--- src/common/tpwm_pkg.sv ---
package tpwm_pkg;

    // ****************************************************************
    // Register port geometry and offsets
    // ****************************************************************
    localparam int ADDR_WIDTH = 3;
    localparam int DATA_WIDTH = 16;

    localparam logic [2:0] REG_CONTROL = 3'h0;
    localparam logic [2:0] REG_COMPARE_A = 3'h1;
    localparam logic [2:0] REG_COMPARE_B = 3'h2;
    localparam logic [2:0] REG_CAPTURE = 3'h3;
    localparam logic [2:0] REG_COUNTER = 3'h4;
    localparam logic [2:0] REG_FLAGS = 3'h5;
    localparam logic [2:0] REG_PIN_DIR = 3'h6;

    // ****************************************************************
    // Field positions
    // ****************************************************************
    localparam int CTRL_MODE_LSB = 0;
    localparam int CTRL_CLK_LSB = 4;
    localparam int CTRL_ACT_A_LSB = 8;
    localparam int CTRL_ACT_B_LSB = 10;

    localparam int FLAG_OVERFLOW = 0;
    localparam int FLAG_COMPARE_A = 1;
    localparam int FLAG_COMPARE_B = 2;
    localparam int FLAG_CAPTURE = 3;

    localparam int DIR_A = 0;
    localparam int DIR_B = 1;

    // ****************************************************************
    // Waveform modes, output actions, prescaler codes
    // ****************************************************************
    localparam logic [3:0] MODE_PHASE_8 = 4'h1;
    localparam logic [3:0] MODE_PHASE_9 = 4'h2;
    localparam logic [3:0] MODE_PHASE_10 = 4'h3;
    localparam logic [3:0] MODE_FAST_8 = 4'h5;
    localparam logic [3:0] MODE_FAST_9 = 4'h6;
    localparam logic [3:0] MODE_FAST_10 = 4'h7;
    localparam logic [3:0] MODE_PHASE_CAPTURE = 4'ha;
    localparam logic [3:0] MODE_PHASE_COMPARE_A = 4'hb;
    localparam logic [3:0] MODE_FAST_CAPTURE = 4'he;
    localparam logic [3:0] MODE_FAST_COMPARE_A = 4'hf;

    localparam logic [1:0] ACT_NONE = 2'h0;
    localparam logic [1:0] ACT_TOGGLE = 2'h1;
    localparam logic [1:0] ACT_NONINV = 2'h2;
    localparam logic [1:0] ACT_INV = 2'h3;

    localparam logic [2:0] CLK_STOP = 3'h0;
    localparam logic [2:0] CLK_DIV1 = 3'h1;
    localparam logic [2:0] CLK_DIV8 = 3'h2;
    localparam logic [2:0] CLK_DIV64 = 3'h3;
    localparam logic [2:0] CLK_DIV256 = 3'h4;
    localparam logic [2:0] CLK_DIV1024 = 3'h5;

    localparam logic [9:0] DIV8_MASK = 10'h007;
    localparam logic [9:0] DIV64_MASK = 10'h03f;
    localparam logic [9:0] DIV256_MASK = 10'h0ff;
    localparam logic [9:0] DIV1024_MASK = 10'h3ff;

    localparam logic [15:0] TOP_8BIT = 16'h00ff;
    localparam logic [15:0] TOP_9BIT = 16'h01ff;
    localparam logic [15:0] TOP_10BIT = 16'h03ff;
    localparam logic [15:0] COUNT_MAX = 16'hffff;
    localparam logic [15:0] COUNT_BOTTOM = 16'h0000;
    localparam logic [15:0] COUNT_ONE = 16'h0001;

    localparam logic [15:0] RESET_VALUE = 16'h0000;

    // ****************************************************************
    // Carriers
    // ****************************************************************
    typedef struct packed {
        logic [ADDR_WIDTH-1:0] addr;
        logic [DATA_WIDTH-1:0] wrData;
        logic wrStrobe;
        logic rdStrobe;
    } tpwm_bus_req_type;

    typedef struct packed {
        logic level;
        logic enable;
    } tpwm_pin_type;

    typedef struct packed {
        logic [15:0] counter;
        logic countDown;
        logic [15:0] compAAct;
        logic [15:0] compABuf;
        logic [15:0] compBAct;
        logic [15:0] compBBuf;
        logic [15:0] capture;
        logic [3:0] mode;
        logic [2:0] clkSel;
        logic [1:0] actA;
        logic [1:0] actB;
        logic [1:0] pinDir;
        logic [3:0] flags;
        logic ocA;
        logic ocB;
        logic [9:0] prescale;
        logic [DATA_WIDTH-1:0] rdData;
        tpwm_pin_type pinA;
        tpwm_pin_type pinB;
    } tpwm_state_type;

endpackage

--- src/rtl/tpwm_timer.sv ---
// The strobed register port and the register offsets were left to the implementer.
`timescale 1ns/100ps
module tpwm_timer
    import tpwm_pkg::*;
(
    // Clock and reset
    input wire logic clock,
    input wire logic reset_n,
    // Register port
    input wire tpwm_bus_req_type busReq,
    output logic [DATA_WIDTH-1:0] rdData,
    // Compare output pins
    output tpwm_pin_type pinA,
    output tpwm_pin_type pinB
);

    // ****************************************************************
    // Mode decoding
    // ****************************************************************
    function automatic logic isFast(input logic [3:0] mode);
        return (mode == MODE_FAST_8) || (mode == MODE_FAST_9) || (mode == MODE_FAST_10) ||
               (mode == MODE_FAST_CAPTURE) || (mode == MODE_FAST_COMPARE_A);
    endfunction

    function automatic logic isPhase(input logic [3:0] mode);
        return (mode == MODE_PHASE_8) || (mode == MODE_PHASE_9) ||
               (mode == MODE_PHASE_10) || (mode == MODE_PHASE_CAPTURE) ||
               (mode == MODE_PHASE_COMPARE_A);
    endfunction

    // Outside the PWM modes compare writes bypass the buffer
    function automatic logic isPwm(input logic [3:0] mode);
        return isFast(mode) || isPhase(mode);
    endfunction

    // One prescaler tap: every low bit of the free counter is set
    function automatic logic prescaleDone(input logic [9:0] count, input logic [9:0] mask);
        return (count & mask) == mask;
    endfunction

    // Bits kept by a compare write; all ones outside the fixed-TOP modes
    function automatic logic [15:0] resolutionMask(input logic [3:0] mode);
        logic [15:0] mask;
        case (mode)
            MODE_PHASE_8, MODE_FAST_8: begin
                mask = TOP_8BIT;
            end
            MODE_PHASE_9, MODE_FAST_9: begin
                mask = TOP_9BIT;
            end
            MODE_PHASE_10, MODE_FAST_10: begin
                mask = TOP_10BIT;
            end
            default: begin
                mask = COUNT_MAX;
            end
        endcase
        return mask;
    endfunction

    function automatic logic [15:0] topOf(input logic [3:0] mode, input logic [15:0] compA,
                                          input logic [15:0] capture);
        logic [15:0] top;
        case (mode)
            MODE_PHASE_CAPTURE, MODE_FAST_CAPTURE: begin
                top = capture;
            end
            MODE_PHASE_COMPARE_A, MODE_FAST_COMPARE_A: begin
                top = compA;
            end
            default: begin
                top = resolutionMask(mode);
            end
        endcase
        return top;
    endfunction

    // New output level. Levels are given for non-inverted output; the
    // forced event (wrap in fast PWM) outranks a match in the same cycle.
    function automatic logic waveLevel(input logic oc, input logic [1:0] act,
                                       input logic toggleOk, input logic match,
                                       input logic matchLvl, input logic wrapEvt,
                                       input logic wrapLvl);
        logic lvl;
        lvl = oc;
        case (act)
            ACT_TOGGLE: begin
                if (toggleOk && match) begin
                    lvl = ~oc;
                end
            end
            ACT_NONINV, ACT_INV: begin
                if (wrapEvt) begin
                    lvl = wrapLvl ^ (act == ACT_INV);
                end else if (match) begin
                    lvl = matchLvl ^ (act == ACT_INV);
                end
            end
            default: begin
                lvl = oc;
            end
        endcase
        return lvl;
    endfunction

    // A disconnected pin is held low as well as released, so no stale
    // level shows the moment its direction bit comes back on
    function automatic tpwm_pin_type pinDrive(input logic dir, input logic connected,
                                              input logic lvl);
        tpwm_pin_type pin;
        pin.enable = dir && connected;
        pin.level = pin.enable && lvl;
        return pin;
    endfunction

    // ****************************************************************
    // State
    // ****************************************************************
    tpwm_state_type state_q;
    tpwm_state_type state_d;

    // Decoded each cycle from state_q and busReq; none of these is a flop
    logic tick;
    logic [15:0] top;
    logic atTop;
    logic atBottom;
    logic matchA;
    logic matchB;
    logic effDown;
    logic toggleOk;
    logic [3:0] flagSet;
    logic [3:0] flagClr;
    logic [15:0] maskedWrite;

    // ****************************************************************
    // Next state
    // ****************************************************************
    always_comb begin
        state_d = state_q;
        flagSet = 4'h0;
        flagClr = 4'h0;
        effDown = 1'b0;

        // Prescaler runs free so a change of division takes effect at once
        state_d.prescale = state_q.prescale + 10'h001;
        case (state_q.clkSel)
            CLK_DIV1: begin
                tick = 1'b1;
            end
            CLK_DIV8: begin
                tick = prescaleDone(state_q.prescale, DIV8_MASK);
            end
            CLK_DIV64: begin
                tick = prescaleDone(state_q.prescale, DIV64_MASK);
            end
            CLK_DIV256: begin
                tick = prescaleDone(state_q.prescale, DIV256_MASK);
            end
            CLK_DIV1024: begin
                tick = prescaleDone(state_q.prescale, DIV1024_MASK);
            end
            default: begin
                tick = 1'b0;
            end
        endcase

        top = topOf(state_q.mode, state_q.compAAct, state_q.capture);
        atTop = state_q.counter == top;
        atBottom = state_q.counter == COUNT_BOTTOM;
        // Compare A stays an ordinary channel when capture defines TOP
        matchA = state_q.counter == state_q.compAAct;
        matchB = state_q.counter == state_q.compBAct;
        // Half duty needs compare A as TOP, so toggling is limited to those modes
        toggleOk = (state_q.mode == MODE_FAST_COMPARE_A) ||
                   (state_q.mode == MODE_PHASE_COMPARE_A);

        // ************************************************************
        // Counting, flags and waveform on timer clock enables
        // ************************************************************
        if (tick && isFast(state_q.mode)) begin
            state_d.countDown = 1'b0;
            if (atTop) begin
                state_d.counter = COUNT_BOTTOM;
                flagSet[FLAG_OVERFLOW] = 1'b1;
                state_d.compAAct = state_q.compABuf;
                state_d.compBAct = state_q.compBBuf;
                if (state_q.mode == MODE_FAST_CAPTURE) begin
                    flagSet[FLAG_CAPTURE] = 1'b1;
                end
                if (state_q.mode == MODE_FAST_COMPARE_A) begin
                    flagSet[FLAG_COMPARE_A] = 1'b1;
                end
            end else begin
                // Past a lowered capture TOP this runs on through the wrap
                state_d.counter = state_q.counter + COUNT_ONE;
            end
            // Wrap sets, match clears: zero gives a spike, TOP a constant
            state_d.ocA = waveLevel(state_q.ocA, state_q.actA, toggleOk, matchA,
                                    1'b0, atTop, 1'b1);
            state_d.ocB = waveLevel(state_q.ocB, state_q.actB, 1'b0, matchB,
                                    1'b0, atTop, 1'b1);
            flagSet[FLAG_COMPARE_A] = flagSet[FLAG_COMPARE_A] | matchA;
            flagSet[FLAG_COMPARE_B] = matchB;
        end else if (tick && isPhase(state_q.mode)) begin
            if (!state_q.countDown) begin
                if (atTop) begin
                    // TOP is seen for one enable only, then the slope turns
                    state_d.countDown = 1'b1;
                    state_d.counter = top - COUNT_ONE;
                    state_d.compAAct = state_q.compABuf;
                    state_d.compBAct = state_q.compBBuf;
                    if (state_q.mode == MODE_PHASE_CAPTURE) begin
                        flagSet[FLAG_CAPTURE] = 1'b1;
                    end
                    if (state_q.mode == MODE_PHASE_COMPARE_A) begin
                        flagSet[FLAG_COMPARE_A] = 1'b1;
                    end
                end else begin
                    // A TOP lowered below the count runs on through the 16-bit wrap
                    state_d.counter = state_q.counter + COUNT_ONE;
                end
            end else begin
                if (atBottom) begin
                    state_d.countDown = 1'b0;
                    state_d.counter = COUNT_ONE;
                    flagSet[FLAG_OVERFLOW] = 1'b1;
                end else begin
                    state_d.counter = state_q.counter - COUNT_ONE;
                end
            end
            // A match at TOP counts as falling slope, at bottom as rising:
            // bottom then holds low and TOP holds high
            if (atTop) begin
                effDown = 1'b1;
            end else if (atBottom) begin
                effDown = 1'b0;
            end else begin
                effDown = state_q.countDown;
            end
            state_d.ocA = waveLevel(state_q.ocA, state_q.actA, toggleOk, matchA,
                                    effDown, 1'b0, 1'b0);
            state_d.ocB = waveLevel(state_q.ocB, state_q.actB, 1'b0, matchB,
                                    effDown, 1'b0, 1'b0);
            flagSet[FLAG_COMPARE_A] = flagSet[FLAG_COMPARE_A] | matchA;
            flagSet[FLAG_COMPARE_B] = matchB;
        end

        // ************************************************************
        // Register writes
        // ************************************************************
        maskedWrite = busReq.wrData & resolutionMask(state_q.mode);
        if (busReq.wrStrobe) begin
            case (busReq.addr)
                REG_CONTROL: begin
                    state_d.mode = busReq.wrData[CTRL_MODE_LSB +: 4];
                    state_d.clkSel = busReq.wrData[CTRL_CLK_LSB +: 3];
                    state_d.actA = busReq.wrData[CTRL_ACT_A_LSB +: 2];
                    state_d.actB = busReq.wrData[CTRL_ACT_B_LSB +: 2];
                end
                REG_COMPARE_A: begin
                    state_d.compABuf = maskedWrite;
                    // Outside the PWM modes there is no double buffering
                    if (!isPwm(state_q.mode)) begin
                        state_d.compAAct = maskedWrite;
                    end
                end
                REG_COMPARE_B: begin
                    state_d.compBBuf = maskedWrite;
                    if (!isPwm(state_q.mode)) begin
                        state_d.compBAct = maskedWrite;
                    end
                end
                REG_CAPTURE: begin
                    // Unbuffered: a new TOP is compared from the very next tick
                    state_d.capture = busReq.wrData;
                end
                REG_FLAGS: begin
                    flagClr = busReq.wrData[3:0];
                end
                REG_PIN_DIR: begin
                    state_d.pinDir = busReq.wrData[1:0];
                end
                default: begin
                    flagClr = 4'h0;
                end
            endcase
        end
        // A flag raised in the cycle software clears it survives
        state_d.flags = (state_q.flags & ~flagClr) | flagSet;

        // ************************************************************
        // Read data, valid only in the cycle after the strobe
        // ************************************************************
        state_d.rdData = '0;
        if (busReq.rdStrobe) begin
            case (busReq.addr)
                REG_CONTROL: begin
                    state_d.rdData = {4'h0, state_q.actB, state_q.actA, 1'b0,
                                      state_q.clkSel, state_q.mode};
                end
                REG_COMPARE_A: begin
                    state_d.rdData = state_q.compABuf;
                end
                REG_COMPARE_B: begin
                    state_d.rdData = state_q.compBBuf;
                end
                REG_CAPTURE: begin
                    state_d.rdData = state_q.capture;
                end
                REG_COUNTER: begin
                    state_d.rdData = state_q.counter;
                end
                REG_FLAGS: begin
                    state_d.rdData = {12'h000, state_q.flags};
                end
                REG_PIN_DIR: begin
                    state_d.rdData = {14'h0000, state_q.pinDir};
                end
                default: begin
                    state_d.rdData = '0;
                end
            endcase
        end

        // ************************************************************
        // Pins: the level is only driven while direction is output
        // ************************************************************
        state_d.pinA = pinDrive(state_d.pinDir[DIR_A], state_d.actA != ACT_NONE,
                                state_d.ocA);
        // Channel B has no toggle action, so action one leaves it unconnected
        state_d.pinB = pinDrive(state_d.pinDir[DIR_B], state_d.actB[1], state_d.ocB);
    end

    // ****************************************************************
    // Registers
    // ****************************************************************
    always_ff @(posedge clock or negedge reset_n) begin
        if (!reset_n) begin
            // Constants only: the struct holds every flop of the block
            state_q <= '0;
        end else begin
            state_q <= state_d;
        end
    end

    assign rdData = state_q.rdData;
    assign pinA = state_q.pinA;
    assign pinB = state_q.pinB;

endmodule
--- config.mk ---
export PLATFORM = sky130hd
export DESIGN_NAME = tpwm_timer
export DESIGN_NICKNAME = d
export VERILOG_FILES = /design/src/common/tpwm_pkg.sv /design/src/rtl/tpwm_timer.sv
export SDC_FILE = /design/constraint.sdc
export NUM_CORES = 1
export LEC_CHECK = 0
export BUFFER_PORTS_ARGS = -buffer_cell sky130_fd_sc_hd__buf_2
export CORE_MARGIN = 4
export CORE_UTILIZATION = 44
export DETAILED_ROUTE_END_ITERATION = 10
export MAX_ROUTING_LAYER = met4
export SLEW_MARGIN = 10
export SYNTH_ARGS = -nofsm -noshare
export SYNTH_HDL_FRONTEND = slang
export SYNTH_SLANG_ARGS = --single-unit
--- constraint.sdc ---
create_clock -name clock -period 3.66 [get_ports clock]
set_input_delay 0.915 -clock clock [delete_from_list [all_inputs] [get_ports clock]]
set_output_delay 0.915 -clock clock [all_outputs]
set_load 0.01 [all_outputs]
==> results of run 1 <==
-- final timing paths --
path | cells after the start | slack, ps | to
worst min-delay path | 1 | 470 | state_q[29]
min in group asynchronous | 1 | 500 | state_q[135]
worst max-delay path | 10 | 320 | state_q[120]
worst max register to register | 10 | 320 | state_q[120]
max in group asynchronous | 2 | 2360 | state_q[45]
worst min register to register | 1 | 470 | state_q[29]
-- state kept, by name, summed over array words and instances, names as in the netlist --
register	count
rdData	16
state_q	126
pinA	2
pinB	2
-- layout make-up --
class                      instances  area, sq um  share of cell area
clock buffer                      19          443              0.0445
multi-input combinational        678         4710               0.473
clock inverter                    13          163              0.0164
sequential                       146         3650               0.368
inverter                          15         56.3             0.00566
timing repair buffer              80          589              0.0593
tap                              265          332              0.0333
-- cell usage after synthesis (35+ instances only) --
cell,n
a21oi_1,38
clkbuf_1,47
dfrtp_1,146
mux2_2,43
mux2i_1,53
nand2_1,101
nand3_1,40
nor2_1,40
o21ai_0,45
o21ai_1,36
xnor2_1,35
xor2_1,38
-- stage by stage --
stage               area (sq um)   util  hold slack [ps]  std cells
floorplan                   8870      -              440        925
global placement            9340  0.475              462       1184
detailed placement          9340  0.475              464       1184
CTS                         9940  0.506              476       1216
global route                9940  0.506              499       1216
finish                      9940  0.506              468       1216
-- repair_timing --
action                                  CTS  global route
gates resized for setup                   0             1
endpoints found under the setup margin    0             7
hold endpoints to repair                  0             0
-- layer usage --
metal | vias to the layer above | share of wire | GRT usage
li1 | 3332 | - | -
met1 | 3559 | 0.46 | 0.347
met2 | 244 | 0.45 | 0.368
met3 | 53 | 0.058 | 0.0376
met4 | 0 | 0.028 | 0.0823
met5 | - | 0 | -
-- cell families after synthesis --
group	count (synthesis)
AND/OR/NAND/NOR	300
AO/OA/AOI/OAI	196
flip-flops	146
multiplexers	104
buffers and inverters	101
XOR/XNOR	73
adder cells (fa/ha/maj)	5
-- report_power, final --
group | internal [mW] | switching, mW | total (mW) | leakage, nW
clock | 1.05 | 0.771 | 1.82 | 0.296
combinational | 0.781 | 1.01 | 1.79 | 2.04
sequential | 1.98 | 0.436 | 2.41 | 1.84
==> reports/metrics.cfg, run 1 <==
[sta]
max_slew_margin = 0.275
timing.final.ws_setup_ps = 321
final.setup.tns_ps = 0
rsz0062_at_grt = no
fmax_mhz = 300
skew_ps = 8.14
fin_crit_sh = 0.912
finalSetupViolCount = 0
tightest_slew_ps = 1080
hold_viol = 0
min_period_ps = 3340
finalMaxSlewViolations = 0

[global_routing]
grt_pass1_wl_um = 41200
overflow = 0
grt_max_degree = 66
antenna_found_initial = 0
grt_pass1_vias = 6952
track_usage = 0.247

[floorplan]
die_y_um = 150
core_sq_um = 19700
die_x_um = 150
dieArea_sq_um = 22500
num_rows = 51
pin_count = 43
initial_core_util = 0.451

[place]
place_congestion = 0.942
preCtsSetupSlack_ps = 262
dp_hpwl_um = 19100
port_buffers = 42

[worst_setup_path]
cpMaxStageDelayCell = dfrtp_2
cp_data_required_time_ps = 3960
max_stage_delay_ps = 520
arrival_ps = 3640
cp_num_buf_inv = 2
r2r_start = state_q[45]
endpoint_kind = flop
criticalPathCategory = flop to flop
worstPathCellList = buf_12, or2b_1, a22oi_2, xnor2_1, nor4_1, nand4_4, nor2_8, buf_12, mux2i_1, o21ai_1
startpoint_type = flop
crit_fanout = 33
crit_family = simple AND/OR/NAND/NOR gates
cpMostUsedCell = buf_12
critPathLaunch = state_q[45]

[clocking]
clk_pin_slew_ps = 60
cts_tree = built
cts_hold_buffers = 0
clk_latency_ps = 430
cts_buffers = 17
clock_sinks = 146
postCtsSetupRepairBufs = 0
cts_root_buf = clkbuf_16
clock_path_buffers = 2
cts-htree-levels = 4

[outcome]
status = finished clean

[synthesis]
synth_top_area_frac = 0.412
synth_fp_nets = 953
yosysWarningCount = 0
ys_top_cells_by_area = dfrtp_1 41%, mux2i_1 6.0%, mux2_2 5.5%
synth-main-ff-cell = dfrtp_1
synth_area_sq_um = 8870
avgSynthCellArea_sq_um = 9.59
synth.largest_area_cell = dfrtp_1
ys_async_sr_fraction = 1.00
synth-compound-area-share = 0.140
synthCells = 925
synthMuxAreaShare = 0.134
synth_top_family_by_area = simple AND/OR/NAND/NOR gates
yosysSeqAreaShare = 0.412
yosys.area_share.xor_xnor = 0.0721
ys_ff_latch = 146
synthSimpleGateAreaFrac = 0.176
synth_edf_count = 0
ys_types = 74
synth-adder-area-share = 0.00705

[route]
postRouteAntennaNets = 0
drt-pass1-iter-count = 8
drt_iter0_markers = 606
drc = 0
vias = 7188
viasPerCell = 5.91
routed_wl_um = 26200
wl_per_cell_um = 21.6

[power_and_ir_drop]
powerDensity_nw_per_um2 = 606
irDropWorstVdd_mv = 0.307
power_mw = 6.03
p_leak_nw = 4.18

[finish]
nFillCells = 1894
drive_gt1_frac = 0.190
syn2layout_area_growth_pct = 12.1
final_common_cell = dfrtp_1
fin_nets = 966
mostFrequentLayoutCells = 145 x dfrtp_1, 101 x nand2_1, 53 x mux2i_1, 45 x o21ai_0, 43 x mux2_2
antenna_cells = 0

[hold_path]
hp-start = state_q[29]
hold_path_class = flop to flop

[flow_run]
maxCapViolations = 0

No activity file was read; power rests on OpenSTA's default activity.
==> run 2, diff against run 1 <==
Settings changed: CORE_ASPECT_RATIO set to 1.75.
==> run 2 against run 1 <==
- non-clock buffer count increased by 11
- final cell count decreased by 0.74%
- register-to-register slack got worse by 100 ps
- flip-flop and latch count unchanged
- critical path depth unchanged
- sequential share of layout area decreased by 0.097 points
- clock power increased by 2%
- clock-buffer cell count unchanged
- routed wire length increased by 12%
- clock skew increased by 0.78 ps
- first-iteration DRC count increased by 32%
==> reports/metrics.cfg, run 2 (synthesized netlist as in run 1, its figures left out) <==
[outcome]
status = finished clean

[worst_setup_path]
max_stage_delay_ps = 550
cp_data_required_time_ps = 3960
endpoint_kind = flop
cpMaxStageDelayCell = dfrtp_2
cp_num_buf_inv = 2
crit_family = simple AND/OR/NAND/NOR gates
criticalPathCategory = flop to flop
crit_cells = 10
rr_worst_depth = 10
worstPathCellList = buf_4, mux2i_1, a21oi_1, nor4_1, nor4b_4, nand4_4, nor2_8, buf_4, mux2i_1, o21ai_1
startpoint_type = flop
arrival_ps = 3750
crit_fanout = 14

[floorplan]
num_rows = 68
die_x_um = 115
dieArea_sq_um = 22600
die_y_um = 196
initial_core_util = 0.448
pin_count = 43
core_sq_um = 19800

[sta]
tightest_slew_ps = 1100
finalSetupViolCount = 0
max_slew_margin = 0.263
skew_ps = 8.92
min_period_ps = 3440
hold_viol = 0
rsz0062_at_grt = no
fin_crit_sh = 0.941
fmax_mhz = 290
finalMaxSlewViolations = 0
final.setup.tns_ps = 0

[global_routing]
grt_max_degree = 62
track_usage = 0.278
grt_pass1_wl_um = 45600
overflow = 0
grt_pass1_vias = 7682
antenna_found_initial = 0

[place]
place_area_sq_um = 9340
place_congestion = 1.02
port_buffers = 42
post-place-cells = 1175
dp_hpwl_um = 22000

[finish]
largest_reg_flops = 126
antenna_cells = 0
final_common_cell = dfrtp_1
mostFrequentLayoutCells = 145 x dfrtp_1, 101 x nand2_1, 53 x mux2i_1, 46 x buf_4, 45 x o21ai_0
fin_nets = 977
syn2layout_area_growth_pct = 12.4
layout.cells.non_filler = 1207
regMostFlops = state_q
drive_gt1_frac = 0.201
fin_area_sq_um = 9970

[flow_run]
maxCapViolations = 0

[clocking]
clock_sinks = 146
cts_buffers = 17
cts_root_buf = clkbuf_16
clock_path_buffers = 2
cts-htree-levels = 4
cts_tree = built
clk_pin_slew_ps = 60
clk_latency_ps = 440

[route]
viasPerCell = 6.17
met3_length_um = 1220
drt_iter0_markers = 797
routed_wl_um = 29400
dr_wl_met2_um = 14900
vias = 7442
postRouteAntennaNets = 0
wl_per_cell_um = 24.4
wl_met1_um = 10700
top_layer = met4
drt-pass1-iter-count = 5
drc = 0

[power_and_ir_drop]
p_leak_nw = 4.22
powerDensity_nw_per_um2 = 615
irDropWorstVdd_mv = 0.503

[hold_path]
hold_path_class = flop to flop
hold_depth = 1

==> run 2: cell count changes in the layout (fill, tap and decap cells not counted), sizes merged <==
cell,delta
buf,+11
bufinv,+1
clkinv,+3
clkinvlp,+1
inv,-5
==> run 2: metal layers <==
layer  vias to the layer above  global-route usage
met3                       126              0.0531
met4                         0               0.203
met5                         -                   -
li1                       3362                   -
met1                      3660               0.295
met2                       294               0.454
==> run 2: worst paths after layout <==
check                            start      endpoint  slack (ps)
min reg2reg                state_q[20]   state_q[20]         480
min                        state_q[20]   state_q[20]         480
max in group asynchronous      reset_n   state_q[22]        2280
min in group asynchronous      reset_n  state_q[137]         490
max                        state_q[45]   state_q[96]         220
max reg2reg                state_q[45]   state_q[96]         220
==> run 2: report_power, final <==
group	internal (mW)	total [mW]	switching [mW]
clock network	1.12	1.86	0.738
registers	1.98	2.44	0.461
logic	0.765	1.84	1.07
total	3.86	6.14	2.27
==> run 2: stage by stage <==
| step | hold WS, ps | total power, mW | setup slack [ps] | util |
|---|---|---|---|---|
| finish | 478 | 6.14 | 217 | 0.503 |
| global placement | 466 | 4.24 | 127 | 0.471 |
| floorplan | 440 | 3.56 | 844 | - |
| CTS | 483 | 6.13 | 92.0 | 0.503 |
| detailed placement | 466 | 4.26 | 117 | 0.471 |
| global route | 498 | 6.42 | 32.9 | 0.503 |
==> run 2: layout make-up <==
cell class              instances  area (sq um)
fillers                      1883          9850
multi-input cells             678          4710
clock inverters                13           171
flip-flops and latches        146          3650
well taps                     245           307
inverters                      15          56.3
clock buffers                  19           453
repair buffers                 91           622
==> run 2: what timing repair did <==
item | 4_1_cts | 5_1_grt
buffers inserted | 0 | 0
gates resized for setup | 0 | 1
hold buffers | 0 | 0
setup endpoints to repair | 0 | 37
